$ cat config.mk
export PLATFORM = sky130hd
export DESIGN_NAME = tmr_top
export DESIGN_NICKNAME = d
export VERILOG_FILES = /design/src/shared/tmr_pkg.sv /design/src/shared/tmr_tick_if.sv /design/src/tmr_top.sv /design/src/tmr_edge_det.sv /design/src/tmr_divider.sv
export SDC_FILE = /design/constraint.sdc
export NUM_CORES = 1
export LEC_CHECK = 0
export ABC_AREA = 0
export BUFFER_PORTS_ARGS = -buffer_cell sky130_fd_sc_hd__buf_2
export CAP_MARGIN = 25
export CORE_ASPECT_RATIO = 0.7
export CORE_UTILIZATION = 59
export DETAILED_ROUTE_END_ITERATION = 8
export MAX_ROUTING_LAYER = met4
export PLACE_DENSITY = 0.8
export SYNTH_ARGS = -nofsm -noshare
export SYNTH_HDL_FRONTEND = slang
export SYNTH_SLANG_ARGS = --single-unit
$ cat constraint.sdc
create_clock -name clk -period 2.95 [get_ports clk]
set_input_delay 0.4425 -clock clk [delete_from_list [all_inputs] [get_ports clk]]
set_output_delay 0.4425 -clock clk [all_outputs]
set_load 0.005 [all_outputs]
$ cat src/shared/tmr_pkg.sv
package tmr_pkg;
   // register word offsets on the local port
   localparam int unsigned ADDR_W      = 3;
   localparam logic [2:0] OFF_CONTROL  = 3'h0;
   localparam logic [2:0] OFF_SCALER   = 3'h1;
   localparam logic [2:0] OFF_COUNTER  = 3'h2;
   localparam logic [2:0] OFF_BOUND    = 3'h3;
   localparam logic [2:0] OFF_INT_STAT = 3'h4;
   localparam logic [2:0] OFF_INT_MASK = 3'h5;

   // reset values
   localparam logic [7:0] RST_BYTE     = 8'h00;
   localparam logic [1:0] RST_INT      = 2'h0;

   // control field layout
   localparam int unsigned CTL_SRC_HI  = 7;
   localparam int unsigned CTL_SRC_LO  = 4;
   localparam int unsigned CTL_PIN_HI  = 3;
   localparam int unsigned CTL_PIN_LO  = 2;
   localparam int unsigned CTL_PWM_BIT = 1;

   // scaler field layout
   localparam int unsigned SCL_6BIT_BIT = 7;
   localparam int unsigned SCL_PRE_HI   = 6;
   localparam int unsigned SCL_PRE_LO   = 5;
   localparam int unsigned SCL_DIV_HI   = 4;
   localparam int unsigned SCL_DIV_LO   = 0;

   // interrupt status / mask bits
   localparam int unsigned INT_WRAP_BIT = 0;
   localparam int unsigned INT_PWM_BIT  = 1;

   // clock source codes
   typedef enum logic [3:0] {
      SRC_OFF       = 4'h0,
      SRC_SYSCLK    = 4'h1,
      SRC_FAST_OSC  = 4'h2,
      SRC_SLOW_OSC  = 4'h3,
      SRC_CRYSTAL   = 4'h4,
      SRC_COMPARE   = 4'h5,
      SRC_PIN_A     = 4'h6,
      SRC_PIN_B     = 4'h7,
      SRC_PIN_C     = 4'h8
   } tmr_src_e;

   // external source vector positions
   localparam int unsigned NUM_EXT      = 7;
   localparam int unsigned EXT_FAST     = 0;
   localparam int unsigned EXT_SLOW     = 1;
   localparam int unsigned EXT_CRYSTAL  = 2;
   localparam int unsigned EXT_COMPARE  = 3;
   localparam int unsigned EXT_PIN_A    = 4;
   localparam int unsigned EXT_PIN_B    = 5;
   localparam int unsigned EXT_PIN_C    = 6;

   // output pin selection codes
   localparam logic [1:0] PIN_NONE     = 2'h0;
   localparam logic [1:0] PIN_SEL_B    = 2'h1;
   localparam logic [1:0] PIN_SEL_A    = 2'h2;
   localparam logic [1:0] PIN_SEL_C    = 2'h3;

   // pre-scaler terminal counts (divide minus one)
   localparam logic [5:0] PRE_LAST_1   = 6'h00;
   localparam logic [5:0] PRE_LAST_4   = 6'h03;
   localparam logic [5:0] PRE_LAST_16  = 6'h0F;
   localparam logic [5:0] PRE_LAST_64  = 6'h3F;

   // pwm terminal counts
   localparam logic [7:0] PWM8_LAST    = 8'hFF;
   localparam logic [7:0] PWM6_LAST    = 8'h3F;
endpackage

$ cat src/shared/tmr_tick_if.sv
`timescale 1ns/1ps
interface tmr_tick_if;
   logic       src_tick;
   logic [1:0] pre_sel;
   logic [4:0] scale_val;
   logic       tick;

   modport div  (input src_tick, input pre_sel, input scale_val, output tick);
   modport core (output src_tick, output pre_sel, output scale_val, input tick);
endinterface

$ cat src/tmr_top.sv
// Contract
// - control bits 7:4 pick the counting source clock
// - control bits 3:2 route the timer output to one of three pins
// - pre-scaler divides the source by 1, 4, 16 or 64 from scaler bits 6:5
// - second stage divides by scaler bits 4:0 plus one, giving the tick
// - counter counts up on each tick; software loads and reads it
// - in period mode the counter returns to zero when it reaches the bound value
// - two modes: period mode and pwm mode
// - period mode output is a 50 percent square wave
// - control bit 1 selects pwm; scaler bit 7 clear gives 256-tick period
// - 8-bit pwm output is high for bound plus one of 256 ticks
// - scaler bit 7 set gives 6-bit pwm with a 64-tick period
`timescale 1ns/1ps
module tmr_top (
   input  wire logic       clk,
   input  wire logic       rst,
   input  wire logic [2:0] addr,
   input  wire logic [7:0] wr_data,
   input  wire logic       wr_en,
   input  wire logic       rd_en,
   output logic      [7:0] rd_data,
   input  wire logic       fast_internal_osc,
   input  wire logic       slow_internal_osc,
   input  wire logic       crystal_osc,
   input  wire logic       comparator_out,
   input  wire logic       clk_in_pin_a,
   input  wire logic       clk_in_pin_b,
   input  wire logic       clk_in_pin_c,
   output logic            out_pin_a,
   output logic            out_pin_a_oe,
   output logic            out_pin_b,
   output logic            out_pin_b_oe,
   output logic            out_pin_c,
   output logic            out_pin_c_oe,
   output logic            irq
);
   // software registers
   logic [7:0] timer_control_r;
   logic [7:0] timer_scaler_r;
   logic [7:0] timer_counter_value_r;
   logic [7:0] timer_bound_r;
   logic [1:0] int_stat_r;
   logic [1:0] int_mask_r;

   // waveform state
   logic       wave_r;
   logic [7:0] counter_nxt;
   logic       wave_nxt;
   logic       wrap_evt;
   logic       pwm_evt;

   // decoded fields
   logic [3:0] src_sel;
   logic [1:0] pin_sel;
   logic       pwm_mode;
   logic       pwm_6bit;
   logic [7:0] pwm_last;

   // bus decode
   logic       wr_control;
   logic       wr_scaler;
   logic       wr_counter;
   logic       wr_bound;
   logic       wr_mask;
   logic       rd_stat;

   // source edges
   logic [tmr_pkg::NUM_EXT-1:0] ext_level;
   logic [tmr_pkg::NUM_EXT-1:0] ext_rise;
   logic                        src_tick;

   tmr_tick_if tif ();

   assign src_sel  = timer_control_r[tmr_pkg::CTL_SRC_HI:tmr_pkg::CTL_SRC_LO];
   assign pin_sel  = timer_control_r[tmr_pkg::CTL_PIN_HI:tmr_pkg::CTL_PIN_LO];
   assign pwm_mode = timer_control_r[tmr_pkg::CTL_PWM_BIT];
   assign pwm_6bit = timer_scaler_r[tmr_pkg::SCL_6BIT_BIT];
   assign pwm_last = pwm_6bit ? tmr_pkg::PWM6_LAST : tmr_pkg::PWM8_LAST;

   assign wr_control = wr_en && (addr == tmr_pkg::OFF_CONTROL);
   assign wr_scaler  = wr_en && (addr == tmr_pkg::OFF_SCALER);
   assign wr_counter = wr_en && (addr == tmr_pkg::OFF_COUNTER);
   assign wr_bound   = wr_en && (addr == tmr_pkg::OFF_BOUND);
   assign wr_mask    = wr_en && (addr == tmr_pkg::OFF_INT_MASK);
   assign rd_stat    = rd_en && (addr == tmr_pkg::OFF_INT_STAT);

   // ------------------------------------------------------------------
   // clock source selection
   // ------------------------------------------------------------------
   always_comb begin
      ext_level                        = '0;
      ext_level[tmr_pkg::EXT_FAST]     = fast_internal_osc;
      ext_level[tmr_pkg::EXT_SLOW]     = slow_internal_osc;
      ext_level[tmr_pkg::EXT_CRYSTAL]  = crystal_osc;
      ext_level[tmr_pkg::EXT_COMPARE]  = comparator_out;
      ext_level[tmr_pkg::EXT_PIN_A]    = clk_in_pin_a;
      ext_level[tmr_pkg::EXT_PIN_B]    = clk_in_pin_b;
      ext_level[tmr_pkg::EXT_PIN_C]    = clk_in_pin_c;
   end

   // sources slower than clk are counted on their rising edges
   tmr_edge_det #(
      .WIDTH    (tmr_pkg::NUM_EXT)
   ) u_edges (
      .clk      (clk),
      .rst      (rst),
      .level_in (ext_level),
      .rise     (ext_rise)
   );

   always_comb begin
      unique case (src_sel)
         tmr_pkg::SRC_SYSCLK:   src_tick = 1'b1;
         tmr_pkg::SRC_FAST_OSC: src_tick = ext_rise[tmr_pkg::EXT_FAST];
         tmr_pkg::SRC_SLOW_OSC: src_tick = ext_rise[tmr_pkg::EXT_SLOW];
         tmr_pkg::SRC_CRYSTAL:  src_tick = ext_rise[tmr_pkg::EXT_CRYSTAL];
         tmr_pkg::SRC_COMPARE:  src_tick = ext_rise[tmr_pkg::EXT_COMPARE];
         tmr_pkg::SRC_PIN_A:    src_tick = ext_rise[tmr_pkg::EXT_PIN_A];
         tmr_pkg::SRC_PIN_B:    src_tick = ext_rise[tmr_pkg::EXT_PIN_B];
         tmr_pkg::SRC_PIN_C:    src_tick = ext_rise[tmr_pkg::EXT_PIN_C];
         default:               src_tick = 1'b0;
      endcase
   end

   // ------------------------------------------------------------------
   // pre-scaler and scaler
   // ------------------------------------------------------------------
   assign tif.src_tick  = src_tick;
   assign tif.pre_sel   = timer_scaler_r[tmr_pkg::SCL_PRE_HI:tmr_pkg::SCL_PRE_LO];
   assign tif.scale_val = timer_scaler_r[tmr_pkg::SCL_DIV_HI:tmr_pkg::SCL_DIV_LO];

   tmr_divider u_div (
      .clk (clk),
      .rst (rst),
      .tif (tif.div)
   );

   // ------------------------------------------------------------------
   // counter and waveform
   // ------------------------------------------------------------------
   always_comb begin
      counter_nxt = timer_counter_value_r;
      wave_nxt    = wave_r;
      wrap_evt    = 1'b0;
      pwm_evt     = 1'b0;
      if (tif.tick) begin
         if (!pwm_mode) begin
            if (timer_counter_value_r >= timer_bound_r) begin
               counter_nxt = '0;
               wave_nxt    = ~wave_r;
               wrap_evt    = 1'b1;
            end else begin
               counter_nxt = timer_counter_value_r + 8'h01;
            end
         end else begin
            // pwm period is fixed by resolution; bound sets the duty
            if (timer_counter_value_r >= pwm_last) begin
               counter_nxt = '0;
               pwm_evt     = 1'b1;
            end else begin
               counter_nxt = timer_counter_value_r + 8'h01;
            end
            wave_nxt = (counter_nxt <= timer_bound_r);
         end
      end
   end

   // software load wins over a coincident tick
   always_ff @(posedge clk) begin
      if (rst) begin
         timer_counter_value_r <= tmr_pkg::RST_BYTE;
      end else if (wr_counter) begin
         timer_counter_value_r <= wr_data;
      end else begin
         timer_counter_value_r <= counter_nxt;
      end
   end

   always_ff @(posedge clk) begin
      if (rst) begin
         wave_r <= 1'b0;
      end else begin
         wave_r <= wave_nxt;
      end
   end

   // ------------------------------------------------------------------
   // configuration registers
   // ------------------------------------------------------------------
   always_ff @(posedge clk) begin
      if (rst) begin
         timer_control_r <= tmr_pkg::RST_BYTE;
      end else if (wr_control) begin
         timer_control_r <= wr_data;
      end
   end

   always_ff @(posedge clk) begin
      if (rst) begin
         timer_scaler_r <= tmr_pkg::RST_BYTE;
      end else if (wr_scaler) begin
         timer_scaler_r <= wr_data;
      end
   end

   always_ff @(posedge clk) begin
      if (rst) begin
         timer_bound_r <= tmr_pkg::RST_BYTE;
      end else if (wr_bound) begin
         timer_bound_r <= wr_data;
      end
   end

   always_ff @(posedge clk) begin
      if (rst) begin
         int_mask_r <= tmr_pkg::RST_INT;
      end else if (wr_mask) begin
         int_mask_r <= wr_data[1:0];
      end
   end

   // ------------------------------------------------------------------
   // interrupt status: read clears, a new event in that cycle survives
   // ------------------------------------------------------------------
   always_ff @(posedge clk) begin
      if (rst) begin
         int_stat_r <= tmr_pkg::RST_INT;
      end else begin
         if (rd_stat) begin
            int_stat_r <= tmr_pkg::RST_INT;
         end
         if (wrap_evt) begin
            int_stat_r[tmr_pkg::INT_WRAP_BIT] <= 1'b1;
         end
         if (pwm_evt) begin
            int_stat_r[tmr_pkg::INT_PWM_BIT] <= 1'b1;
         end
      end
   end

   // registered, so it follows the stored status bits one cycle later
   always_ff @(posedge clk) begin
      if (rst) begin
         irq <= 1'b0;
      end else begin
         irq <= |(int_stat_r & int_mask_r);
      end
   end

   // ------------------------------------------------------------------
   // read port
   // ------------------------------------------------------------------
   always_ff @(posedge clk) begin
      if (rst) begin
         rd_data <= tmr_pkg::RST_BYTE;
      end else if (rd_en) begin
         unique case (addr)
            tmr_pkg::OFF_CONTROL:  rd_data <= timer_control_r;
            tmr_pkg::OFF_SCALER:   rd_data <= timer_scaler_r;
            tmr_pkg::OFF_COUNTER:  rd_data <= timer_counter_value_r;
            tmr_pkg::OFF_BOUND:    rd_data <= timer_bound_r;
            tmr_pkg::OFF_INT_STAT: rd_data <= {6'h00, int_stat_r};
            tmr_pkg::OFF_INT_MASK: rd_data <= {6'h00, int_mask_r};
            default:               rd_data <= tmr_pkg::RST_BYTE;
         endcase
      end else begin
         rd_data <= tmr_pkg::RST_BYTE;
      end
   end

   // ------------------------------------------------------------------
   // output pin routing
   // ------------------------------------------------------------------
   // unselected pins are released so the port logic can reuse them
   always_ff @(posedge clk) begin
      if (rst) begin
         out_pin_a    <= 1'b0;
         out_pin_a_oe <= 1'b0;
         out_pin_b    <= 1'b0;
         out_pin_b_oe <= 1'b0;
         out_pin_c    <= 1'b0;
         out_pin_c_oe <= 1'b0;
      end else begin
         out_pin_a    <= wave_nxt && (pin_sel == tmr_pkg::PIN_SEL_A);
         out_pin_a_oe <= (pin_sel == tmr_pkg::PIN_SEL_A);
         out_pin_b    <= wave_nxt && (pin_sel == tmr_pkg::PIN_SEL_B);
         out_pin_b_oe <= (pin_sel == tmr_pkg::PIN_SEL_B);
         out_pin_c    <= wave_nxt && (pin_sel == tmr_pkg::PIN_SEL_C);
         out_pin_c_oe <= (pin_sel == tmr_pkg::PIN_SEL_C);
      end
   end
endmodule

$ cat src/tmr_edge_det.sv
`timescale 1ns/1ps
module tmr_edge_det #(
   parameter int unsigned WIDTH = 1
) (
   input  wire logic             clk,
   input  wire logic             rst,
   input  wire logic [WIDTH-1:0] level_in,
   output logic      [WIDTH-1:0] rise
);
   logic [WIDTH-1:0] prev_r;

   // inputs are already synchronous; one stage remembers the old level
   always_ff @(posedge clk) begin
      if (rst) begin
         prev_r <= '0;
      end else begin
         prev_r <= level_in;
      end
   end

   assign rise = level_in & ~prev_r;
endmodule

$ cat src/tmr_divider.sv
`timescale 1ns/1ps
module tmr_divider (
   input  wire logic clk,
   input  wire logic rst,
   tmr_tick_if.div   tif
);
   logic [5:0] pre_cnt_r;
   logic [4:0] scl_cnt_r;
   logic [5:0] pre_last;
   logic       pre_tick;

   always_comb begin
      unique case (tif.pre_sel)
         2'h0:    pre_last = tmr_pkg::PRE_LAST_1;
         2'h1:    pre_last = tmr_pkg::PRE_LAST_4;
         2'h2:    pre_last = tmr_pkg::PRE_LAST_16;
         default: pre_last = tmr_pkg::PRE_LAST_64;
      endcase
   end

   // >= so a smaller divide written mid-count restarts at once
   assign pre_tick = tif.src_tick && (pre_cnt_r >= pre_last);

   always_ff @(posedge clk) begin
      if (rst) begin
         pre_cnt_r <= '0;
      end else if (tif.src_tick) begin
         pre_cnt_r <= pre_tick ? 6'h00 : pre_cnt_r + 6'h01;
      end
   end

   always_ff @(posedge clk) begin
      if (rst) begin
         scl_cnt_r <= '0;
         tif.tick  <= 1'b0;
      end else begin
         tif.tick <= 1'b0;
         if (pre_tick) begin
            if (scl_cnt_r >= tif.scale_val) begin
               scl_cnt_r <= '0;
               tif.tick  <= 1'b1;
            end else begin
               scl_cnt_r <= scl_cnt_r + 5'h01;
            end
         end
      end
   end
endmodule

# --- Yosys cells after proc, flatten, opt, wreduce, memory -nomap -nowiden ---
# Index checks and enable logic that the tools add are counted.
totals:
  register_bits: 71
  out_inout_bits: 15
  wordCells: 96
op_classes:
  add_sub_neg: 3
  n_lt_le_gt_ge: 5
  eq_ne: 18
  n_mux: 26
  bitwise_logic: 6
  n_reduce_logical: 18
ops:
  columns: ["cell", "count"]
  rows:
  - ["8-bit two-way mux", 8]
  - ["8-bit one-hot mux with 6 select lines", 1]
  - ["6-bit one-hot mux with 3 select lines", 1]
  - ["4-bit by 3-bit equality test with 1-bit output (second input constant)", 4]
  - ["8-bit >= comparator", 2]
  - ["1-bit two-way mux", 12]
  - ["1-bit logical AND", 10]
  - ["8-bit by 1-bit adder with 8-bit output (second input constant)", 1]
  - ["4-bit by 2-bit equality test with 1-bit output (second input constant)", 2]
  - ["8-bit less-or-equal comparator", 1]
  - ["1-bit one-hot mux with 8 select lines", 1]
  - ["7-bit AND", 1]
  - ["7-bit inverter", 1]
  - ["6-bit by 1-bit adder with 6-bit output (second input constant)", 1]
  - ["2-bit equality test (second input constant)", 3]
  - ["3-bit by 2-bit equality test with 1-bit output (second input constant)", 2]
  - ["3-bit equality test (second input constant)", 2]
  - ["6-bit >= comparator", 1]
  - ["6-bit two-way mux", 1]
  - ["2-bit nonzero test", 3]
  - ["2-bit OR reduction", 3]
  - ["5-bit by 1-bit adder with 5-bit output (second input constant)", 1]
  - ["5-bit >= comparator", 1]
  - ["5-bit two-way mux", 1]
  - ["other kinds (9)", 12]

# --- Depth between registers and ports, before layout ---
# Gate-level depths: netlist of run 1.
depth:
  depth_word: 9
  mapped_depth: 12
  mapped_depth_nobuf: 11

# --- Cells and area by module ---
# Synthesis of run 1 repeated with hierarchy kept, for this count alone.
unflattened:
  cells_unflattened: 468
  hier_area_um2: 4115.2
by_module_without_submodules:
  columns: ["module", "n_inst", "cells_each", "area_each_um2", "seq_area_each_um2"]
  rows:
  - ["tmr_top", 1, 342, 2970.3, 1041.0]
  - ["tmr_divider", 1, 105, 917.1, 240.2]
  - ["tmr_edge_det", 1, 21, 227.7, 140.1]

# --- Worst setup path after synthesis of run 1 ---
# No wires, ideal clock.
synth_path:
  path_kind: "flip-flop to flip-flop"
  startpoint: "register timer_counter_value_r[1]"
  endpoint: "register out_pin_a"
  setup_ns: 0.066
  arrival_ns: 2.470
  required_time_ns: 2.884
  setup_slack_ns: 0.414
  stages_incl_launch_ff: 12
  synth_period_minus_slack_ns: 2.536
  cell_sequence: "dfxtp_1 > ha_1 > and3_1 > a41o_1 > clkbuf_1 > nor2_1 > ha_1 > a21o_1 > a21o_1 > a2111oi_0 > a211oi_1 > nor2b_1"
synth_via:
  elab_chain_len: 8
  elab_cells_between_ends: 11
  classes_between: "add/sub: 1; order compare: 3; mux: 6; reduce/logical: 1"
synth_rtl:
  columns: ["element", "line", "rtl"]
  rows:
  - ["start: declaration", "tmr_top.sv:40", "logic [7:0] timer_counter_value_r;"]
  - ["start signal: assignment", "tmr_top.sv:171", "timer_counter_value_r <= tmr_pkg::RST_BYTE;"]
  - ["start signal: assignment", "tmr_top.sv:173", "timer_counter_value_r <= wr_data;"]
  - ["start signal: assignment", "tmr_top.sv:175", "timer_counter_value_r <= counter_nxt;"]
  - ["8-bit by 1-bit adder with 8-bit output / 8-bit >= comparator (equally long branches)", "tmr_top.sv:161, tmr_top.sv:157", null]
  - ["8-bit two-way mux", "tmr_top.sv:157", "if (timer_counter_value_r >= pwm_last) begin"]
  - ["8-bit two-way mux", "tmr_top.sv:147", "if (!pwm_mode) begin"]
  - ["8-bit two-way mux", "tmr_top.sv:146", "if (tif.tick) begin"]
  - ["8-bit less-or-equal comparator", "tmr_top.sv:163", "wave_nxt = (counter_nxt <= timer_bound_r);"]
  - ["1-bit two-way mux *", "tmr_top.sv:147", null]
  - ["1-bit two-way mux *", "tmr_top.sv:146", null]
  - ["1-bit logical AND *", "tmr_top.sv:284", "out_pin_a <= wave_nxt && (pin_sel == tmr_pkg::PIN_SEL_A);"]
  - ["end signal: assignment", "tmr_top.sv:284", null]
  - ["end: declaration", "tmr_top.sv:29", "output logic out_pin_a,"]
# Every way passes the cells marked *; elsewhere a longest branch is shown, timed or not. The select of a mux whose other input is x is not followed.
# A chain may end at the register's enable or synchronous reset.

# --- Final worst setup path of run 1 ---
layout_path:
  startpoint: "register timer_counter_value_r[7]"
  endpoint: "register out_pin_c"
layout_via:
  elab_chain_len: 8
  elab_cells_between_ends: 11
  classes_between: "add/sub: 1; order compare: 3; mux: 6; reduce/logical: 1"
layout_rtl:
  columns: ["element", "line", "rtl"]
  rows:
  - ["8-bit by 1-bit adder with 8-bit output / 8-bit >= comparator (equally long branches)", "tmr_top.sv:161, tmr_top.sv:157", null]
  - ["8-bit two-way mux", "tmr_top.sv:157", null]
  - ["8-bit two-way mux", "tmr_top.sv:147", null]
  - ["8-bit two-way mux", "tmr_top.sv:146", null]
  - ["8-bit less-or-equal comparator", "tmr_top.sv:163", null]
  - ["1-bit two-way mux *", "tmr_top.sv:147", null]
  - ["1-bit two-way mux *", "tmr_top.sv:146", null]
  - ["1-bit logical AND *", "tmr_top.sv:288", "out_pin_c <= wave_nxt && (pin_sel == tmr_pkg::PIN_SEL_C);"]
  - ["end signal: assignment", "tmr_top.sv:288", null]
  - ["end: declaration", "tmr_top.sv:33", "output logic out_pin_c,"]
# Marks and branches as above.

==> key figures, run 1 <==
Global route
  • Vias in the first global route: 2,959
  • Largest net degree at the start of global routing: 36
  • Gr ovfl total: 0
  • GRT Util Overall: 30.8%
  • Number of antenna violations at the first check in global routing: 1
  • First-pass GRT wire length: 15,200 µm

Synthesis
  • Post-Syn Nets: 492
  • EDFF count, synth: 0
  • Number of library cell types mapped by synthesis: 50
  • Synth Cell Area: 0.00376 mm²
  • Synth warnings: 0
  • Seq/Total Area, Yosys: 37.8%
  • Dominant synthesized flop cell: dfxtp_1
  • Avg Cell Area, Syn: 8.59 µm²
  • Post-Syn Instances: 438
  • Post-synthesis async set-or-reset flop share: 0%
  • Register bit count reported by yosys: 71

Pwr
  • PwrDens: 463 mW/mm²
  • Worst vdd ir: 0.275 mV
  • Leakage: 1.69 nW

Routing
  • # DRC: 0
  • Initial DRC Count: 267
  • Drt wl/cell: 17.0 µm
  • First-pass iteration count of the detailed router: 5
  • Via Count: 3,313
  • Via density: 5.98
  • Drt total wl: 9430 µm
  • Routed Antenna Nets: 0

Timing
  • # setup viols final: 0
  • Max-slew headroom: 54.3%
  • Min Hold Slack: 0.312 ns
  • Post-route minimum period: 2.75 ns
  • Slew Viols, Final: 0
  • RSZ-0062 raised after global routing: no
  • Setup slack after layout: 0.202 ns
  • Max Fclk: 0.364 GHz
  • Worst-margin pin slew: 0.683 ns
  • Tcrit/Tclk final: 93.2%
  • Final Skew: 0.00936 ns
  • Setup TNS: 0 ns
  • Final hold viol count: 0

Cells and area
  • Most frequent cells in the layout: dfxtp_1, nand2_1, a21oi_1
  • Final net count: 527
  • Final instance area: 0.00421 mm²
  • Sequential Area: 0.00142 mm²
  • Synth-to-Final Area Change: 11.8%
  • Multi-input gate area: 0.00217 mm²
  • Ratio of cells with drive above 1 in the final layout: 15.7%
  • # fillers: 467
  • Fin cells: 554
  • Most common cell after layout, fill and taps aside: dfxtp_1

Critical path
  • Worst Path Arrival: 3.03 ns
  • WS Path Type: reg -> reg
  • Critical Path RT: 3.23 ns
  • CP endpoint kind: register
  • Reg2reg path depth: 10
  • Crit-path max FO: 10
  • Worst setup SP type: register
  • FF-to-FF setup slack: 0.20 ns

CTS
  • Post-CTS Setup Bufs: 0
  • CTS tree: done
  • Resize count post-CTS: 1
  • Clock Path Buffers: 2
  • Clk Latency, worst-skew pair: 0.35 ns
  • Reg clk slew, reported paths: 0.07 ns
  • Root buffer cell: clkbuf_8
  • Hold buffer count at cts: 0
  • Num CTS Buffers: 9
  • H-tree depth: 3
  • # clock sinks: 71

Placement
  • Post-place setup slack: 0.0190 ns
  • Routability cong.: 0.990
  • I/O Buffers: 36
  • Dpl hpwl: 6990 µm
  • Inst Count DP: 537
  • Post-DP Area: 0.00400 mm²

Floorplanning
  • Core area: 0.00593 mm²
  • Die Y: 68.8 µm
  • Die area: 0.00671 mm²
  • Row cnt: 23
  • Starting Density: 63.5%
  • Die width: 97.4 µm
  • Top Ports: 37

Min path
  • Hold depth: 2
  • Min-Delay Path Class: in -> reg

Job
  • MaxCap Viol Count: 0

Status
  • Status: completed
metrics by stage:
step	util [%]	total power [mW]
after global placement	67.4	1.18
after detailed placement	67.4	1.18
final	71.0	1.95
after CTS	70.7	1.94
after global routing	71.0	2.02
after floorplan	-	1.12
registers in the layout (all words and copies together) (netlist names), 2 cells and up:
| name | flops |
|---|---|
| u_div.scl_cnt_r | 5 |
| u_div.pre_cnt_r | 6 |
| timer_control_r | 8 |
| timer_counter_value_r | 8 |
| timer_bound_r | 8 |
| int_mask_r | 2 |
| rd_data | 8 |
| timer_scaler_r | 8 |
| u_edges.prev_r | 7 |
| int_stat_r | 2 |
final cells by class:
cell class,instances,share of cell area (%)
Timing Repair Buffer,41,5.17
Antenna cell,1,0.0595
Sequential cell,71,33.8
Clock inverter,6,1.43
Multi-Input combinational cell,321,51.5
Tap cell,75,2.23
Inverter,29,2.59
Clock buffer,10,3.27
final timing paths:
path                            start                  to
max          timer_counter_value_r[7]           out_pin_c
min                 slow_internal_osc   u_edges.prev_r[1]
max reg2reg  timer_counter_value_r[7]           out_pin_c
min reg2reg        timer_control_r[0]  timer_control_r[0]
cells in the mapped netlist (4+ instances only):
library cell,count,area [µm²]
a211oi_1,4,30.0
a21o_1,5,37.5
a21oi_1,47,235
and3_1,4,25.0
clkbuf_1,13,48.8
dfxtp_1,71,1420
ha_1,32,400
inv_1,29,109
mux2i_1,4,40.0
mux4_2,8,180
nand2_1,62,233
nand2b_1,9,56.3
nand3_1,9,45.0
nand3b_1,4,30.0
nor2_1,30,113
nor2b_1,22,138
nor3_1,5,25.0
nor3b_1,10,75.1
o21ai_0,8,40.0
o22ai_1,8,50.1
o32ai_1,5,43.8
or3_1,5,31.3
cells by family (layout without fill, tap and decap cells):
kind of cell / count (synthesis) / in the layout / share of synthesized area (%)
other: 0 / 1 / 0
multiplexers: 13 / 13 / 6.15
AO/OA/AOI/OAI: 95 / 95 / 15.6
AND/OR/NAND/NOR: 175 / 175 / 23.4
buffers and inverters: 46 / 86 / 4.99
adder cells (fa/ha/maj): 32 / 32 / 10.6
flip-flops: 71 / 71 / 37.8
XOR/XNOR: 6 / 6 / 1.40
metal layers:
metal	wire, µm	part of all wire [%]	global-route usage [%]
met5	0	0	-
met4	104	1.1	9.93
met3	847	9.0	7.86
met2	4010	43	46.8
met1	4470	47	40.7
where the power goes:
group,switching [mW],internal [mW],total [mW]
combinational,0.107,0.0695,0.176
clock,0.370,0.409,0.779
sequential,0.0171,0.975,0.992
worst max-delay path, stage by stage (launching register included):
cell       delay [ns]
dfxtp_1          0.42
ha_1             0.27
and2_1           0.16
a41o_2           0.36
nor2_1           0.13
ha_1             0.25
a21o_1           0.19
a21o_1           0.18
a2111oi_2        0.43
a211oi_2         0.14
nor2b_1          0.14
No activity file was read; power rests on OpenSTA's default activity.
==> run 2: changes to the inputs <==
--- a/config.mk
+++ b/config.mk
@@ -13,6 +13,7 @@
 export DETAILED_ROUTE_END_ITERATION = 8
 export MAX_ROUTING_LAYER = met4
 export PLACE_DENSITY = 0.8
+export RECOVER_POWER = 100
 export SYNTH_ARGS = -nofsm -noshare
 export SYNTH_HDL_FRONTEND = slang
 export SYNTH_SLANG_ARGS = --single-unit
==> key figures, run 2 (synthesis results as in run 1) <==
CTS
  • Reg clk slew, reported paths: 0.08 ns
  • Post-CTS Setup Bufs: 0
  • Num CTS Buffers: 9
  • # clock sinks: 71
  • Root buffer cell: clkbuf_8
  • Clk Latency, worst-skew pair: 0.35 ns
  • Clock Path Buffers: 2
  • CTS tree: done
  • H-tree depth: 3
  • Hold buffer count at cts: 0

Timing
  • Setup TNS: 0 ns
  • RSZ-0062 raised after global routing: no
  • Tcrit/Tclk final: 92.9%
  • Final Skew: 0.00875 ns
  • Max Fclk: 0.365 GHz
  • # setup viols final: 0
  • Max-slew headroom: 2.75%
  • Final hold viol count: 0
  • Setup slack after layout: 0.210 ns
  • Post-route minimum period: 2.74 ns
  • Worst-margin pin slew: 1.46 ns
  • Min Hold Slack: 0.313 ns
  • Slew Viols, Final: 0

Critical path
  • CP endpoint kind: register
  • Crit-path max FO: 10
  • Worst Path Arrival: 3.02 ns
  • Reg2reg end: out_pin_c
  • FF-to-FF setup slack: 0.21 ns
  • Reg2reg path depth: 10
  • Critical path origin: timer_counter_value_r[0]
  • R2r startpoint: timer_counter_value_r[0]
  • Top delay family on crit path: compound AO/OA/AOI/OAI gates
  • Worst path cell trace: ha_1 -> and3_1 -> a41o_2 -> nor2_1 -> ha_1 -> a21o_1 -> a21o_1 -> a2111oi_2 -> a211oi_2 -> nor2b_1
  • Critical path depth in cells: 10
  • Buf/Inv on CP: 0
  • Critical Path RT: 3.23 ns
  • Worst setup SP type: register
  • Crit-path max cell delay: 0.43 ns
  • WS Path Type: reg -> reg
  • CP max-delay cell: a2111oi_2
  • Crit path to: out_pin_c

Cells and area
  • Most common cell after layout, fill and taps aside: dfxtp_1
  • Most frequent cells in the layout: dfxtp_1, nand2_1, a21oi_1
  • Final net count: 527
  • Post-Route Utilization: 70.7%
  • Ratio of cells with drive above 1 in the final layout: 13.6%
  • Synth-to-Final Area Change: 11.4%

Placement
  • Dpl hpwl: 6990 µm
  • I/O Buffers: 36
  • Routability cong.: 0.990
  • Post-place setup slack: 0.0190 ns

Floorplanning
  • Row cnt: 23
  • Die Y: 68.8 µm
  • Starting Density: 63.5%
  • Top Ports: 37
  • Die width: 97.4 µm
  • Core area: 0.00593 mm²
  • Die area: 0.00671 mm²

Global route
  • Largest net degree at the start of global routing: 36
  • Gr ovfl total: 0
  • First-pass GRT wire length: 15,200 µm
  • Number of antenna violations at the first check in global routing: 1
  • Vias in the first global route: 2,959
  • GRT Util Overall: 30.8%

Pwr
  • PwrDens: 464 mW/mm²
  • Combinational share of power: 9.0%
  • P_int: 1.45 mW
  • Sw Pwr: 491 µW
  • Worst vdd ir: 0.275 mV
  • Flop pwr share: 51.1%
  • Leakage: 1.65 nW
  • Clock power share: 40.0%
  • Switching part of the total: 25.3%

Routing
  • Via density: 5.94
  • Drt wl/cell: 17.0 µm
  • Initial DRC Count: 264
  • # DRC: 0
  • Routed Antenna Nets: 0
  • First-pass iteration count of the detailed router: 5
  • Via Count: 3,293
  • Drt total wl: 9420 µm

Min path
  • Worst Hold Launch: slow_internal_osc
  • Min-Delay Path Class: in -> reg

Status
  • Status: completed

Job
  • MaxCap Viol Count: 0
-- run 2: changes by cell type in the layout (fill, tap and decap cells not counted) --
| cell | change |
|---|---|
| buf_4 | -2 |
| and2_0 | +1 |
| clkbuf_1 | +10 |
| and2_1 | -1 |
| buf_2 | -8 |
-- run 2: power groups by stage --
stage | combinational (mW) | clock (mW) | sequential [mW]
after floorplan | 0.114 | 0 | 1.01
after global placement | 0.164 | 0 | 1.01
after detailed placement | 0.169 | 0 | 1.01
after CTS | 0.170 | 0.782 | 0.992
after global routing | 0.193 | 0.830 | 0.994
final | 0.174 | 0.777 | 0.992
-- run 2: worst min-delay path by stage --
stage	to	slack (ns)	cells after the start
finish	u_edges.prev_r[1]	0.31	2
CTS	u_edges.prev_r[1]	0.31	2
detailed placement	timer_control_r[0]	0.46	2
floorplan	timer_control_r[0]	0.43	2
global route	u_edges.prev_r[5]	0.32	2
global placement	timer_control_r[0]	0.45	2
-- run 2: worst reg2reg max path, delay by kind of cell (launching register included) --
kind                       cells  cell delay [ns]
AOI/OAI and AO/OA              5             1.28
adders and majority gates      2             0.52
DFF                            1             0.42
and+or+nand+nor                3             0.45
-- run 2: what timing repair did --
item | CTS | global route
cloned | 0 | 0
resized for setup | 1 | 3
setup endpoints to repair | 1 | 4
pin swaps | 0 | 0
hold endpoints to repair | 0 | 0
-- run 2: metrics by stage --
stage               instances  instance area (µm²)  power [mW]
floorplan                 438                 3760        1.12
global placement          537                 4000        1.18
detailed placement        537                 4000        1.18
CTS                       553                 4190        1.94
global route              554                 4190        2.02
finish                    554                 4190        1.94
-- run 2: per-layer routing --
metal / vias to the layer above / GRT usage, % / wire [µm]
li1: 1605 / - / -
met1: 1546 / 40.7 / 4490
met2: 131 / 46.8 / 4030
met3: 11 / 7.86 / 797
met4: 0 / 9.93 / 104
met5: - / - / 0
-- run 2: cell type report --
| class | count | area [µm²] |
|---|---|---|
| multi-input combinational | 321 | 2170 |
| fill | 475 | 1740 |
| sequential | 71 | 1420 |
| timing repair buffer | 41 | 200 |
| clock buffer | 10 | 138 |
| inverter | 29 | 109 |
| tap | 75 | 93.8 |
| clock inverter | 6 | 60.1 |
| antenna | 1 | 2.50 |
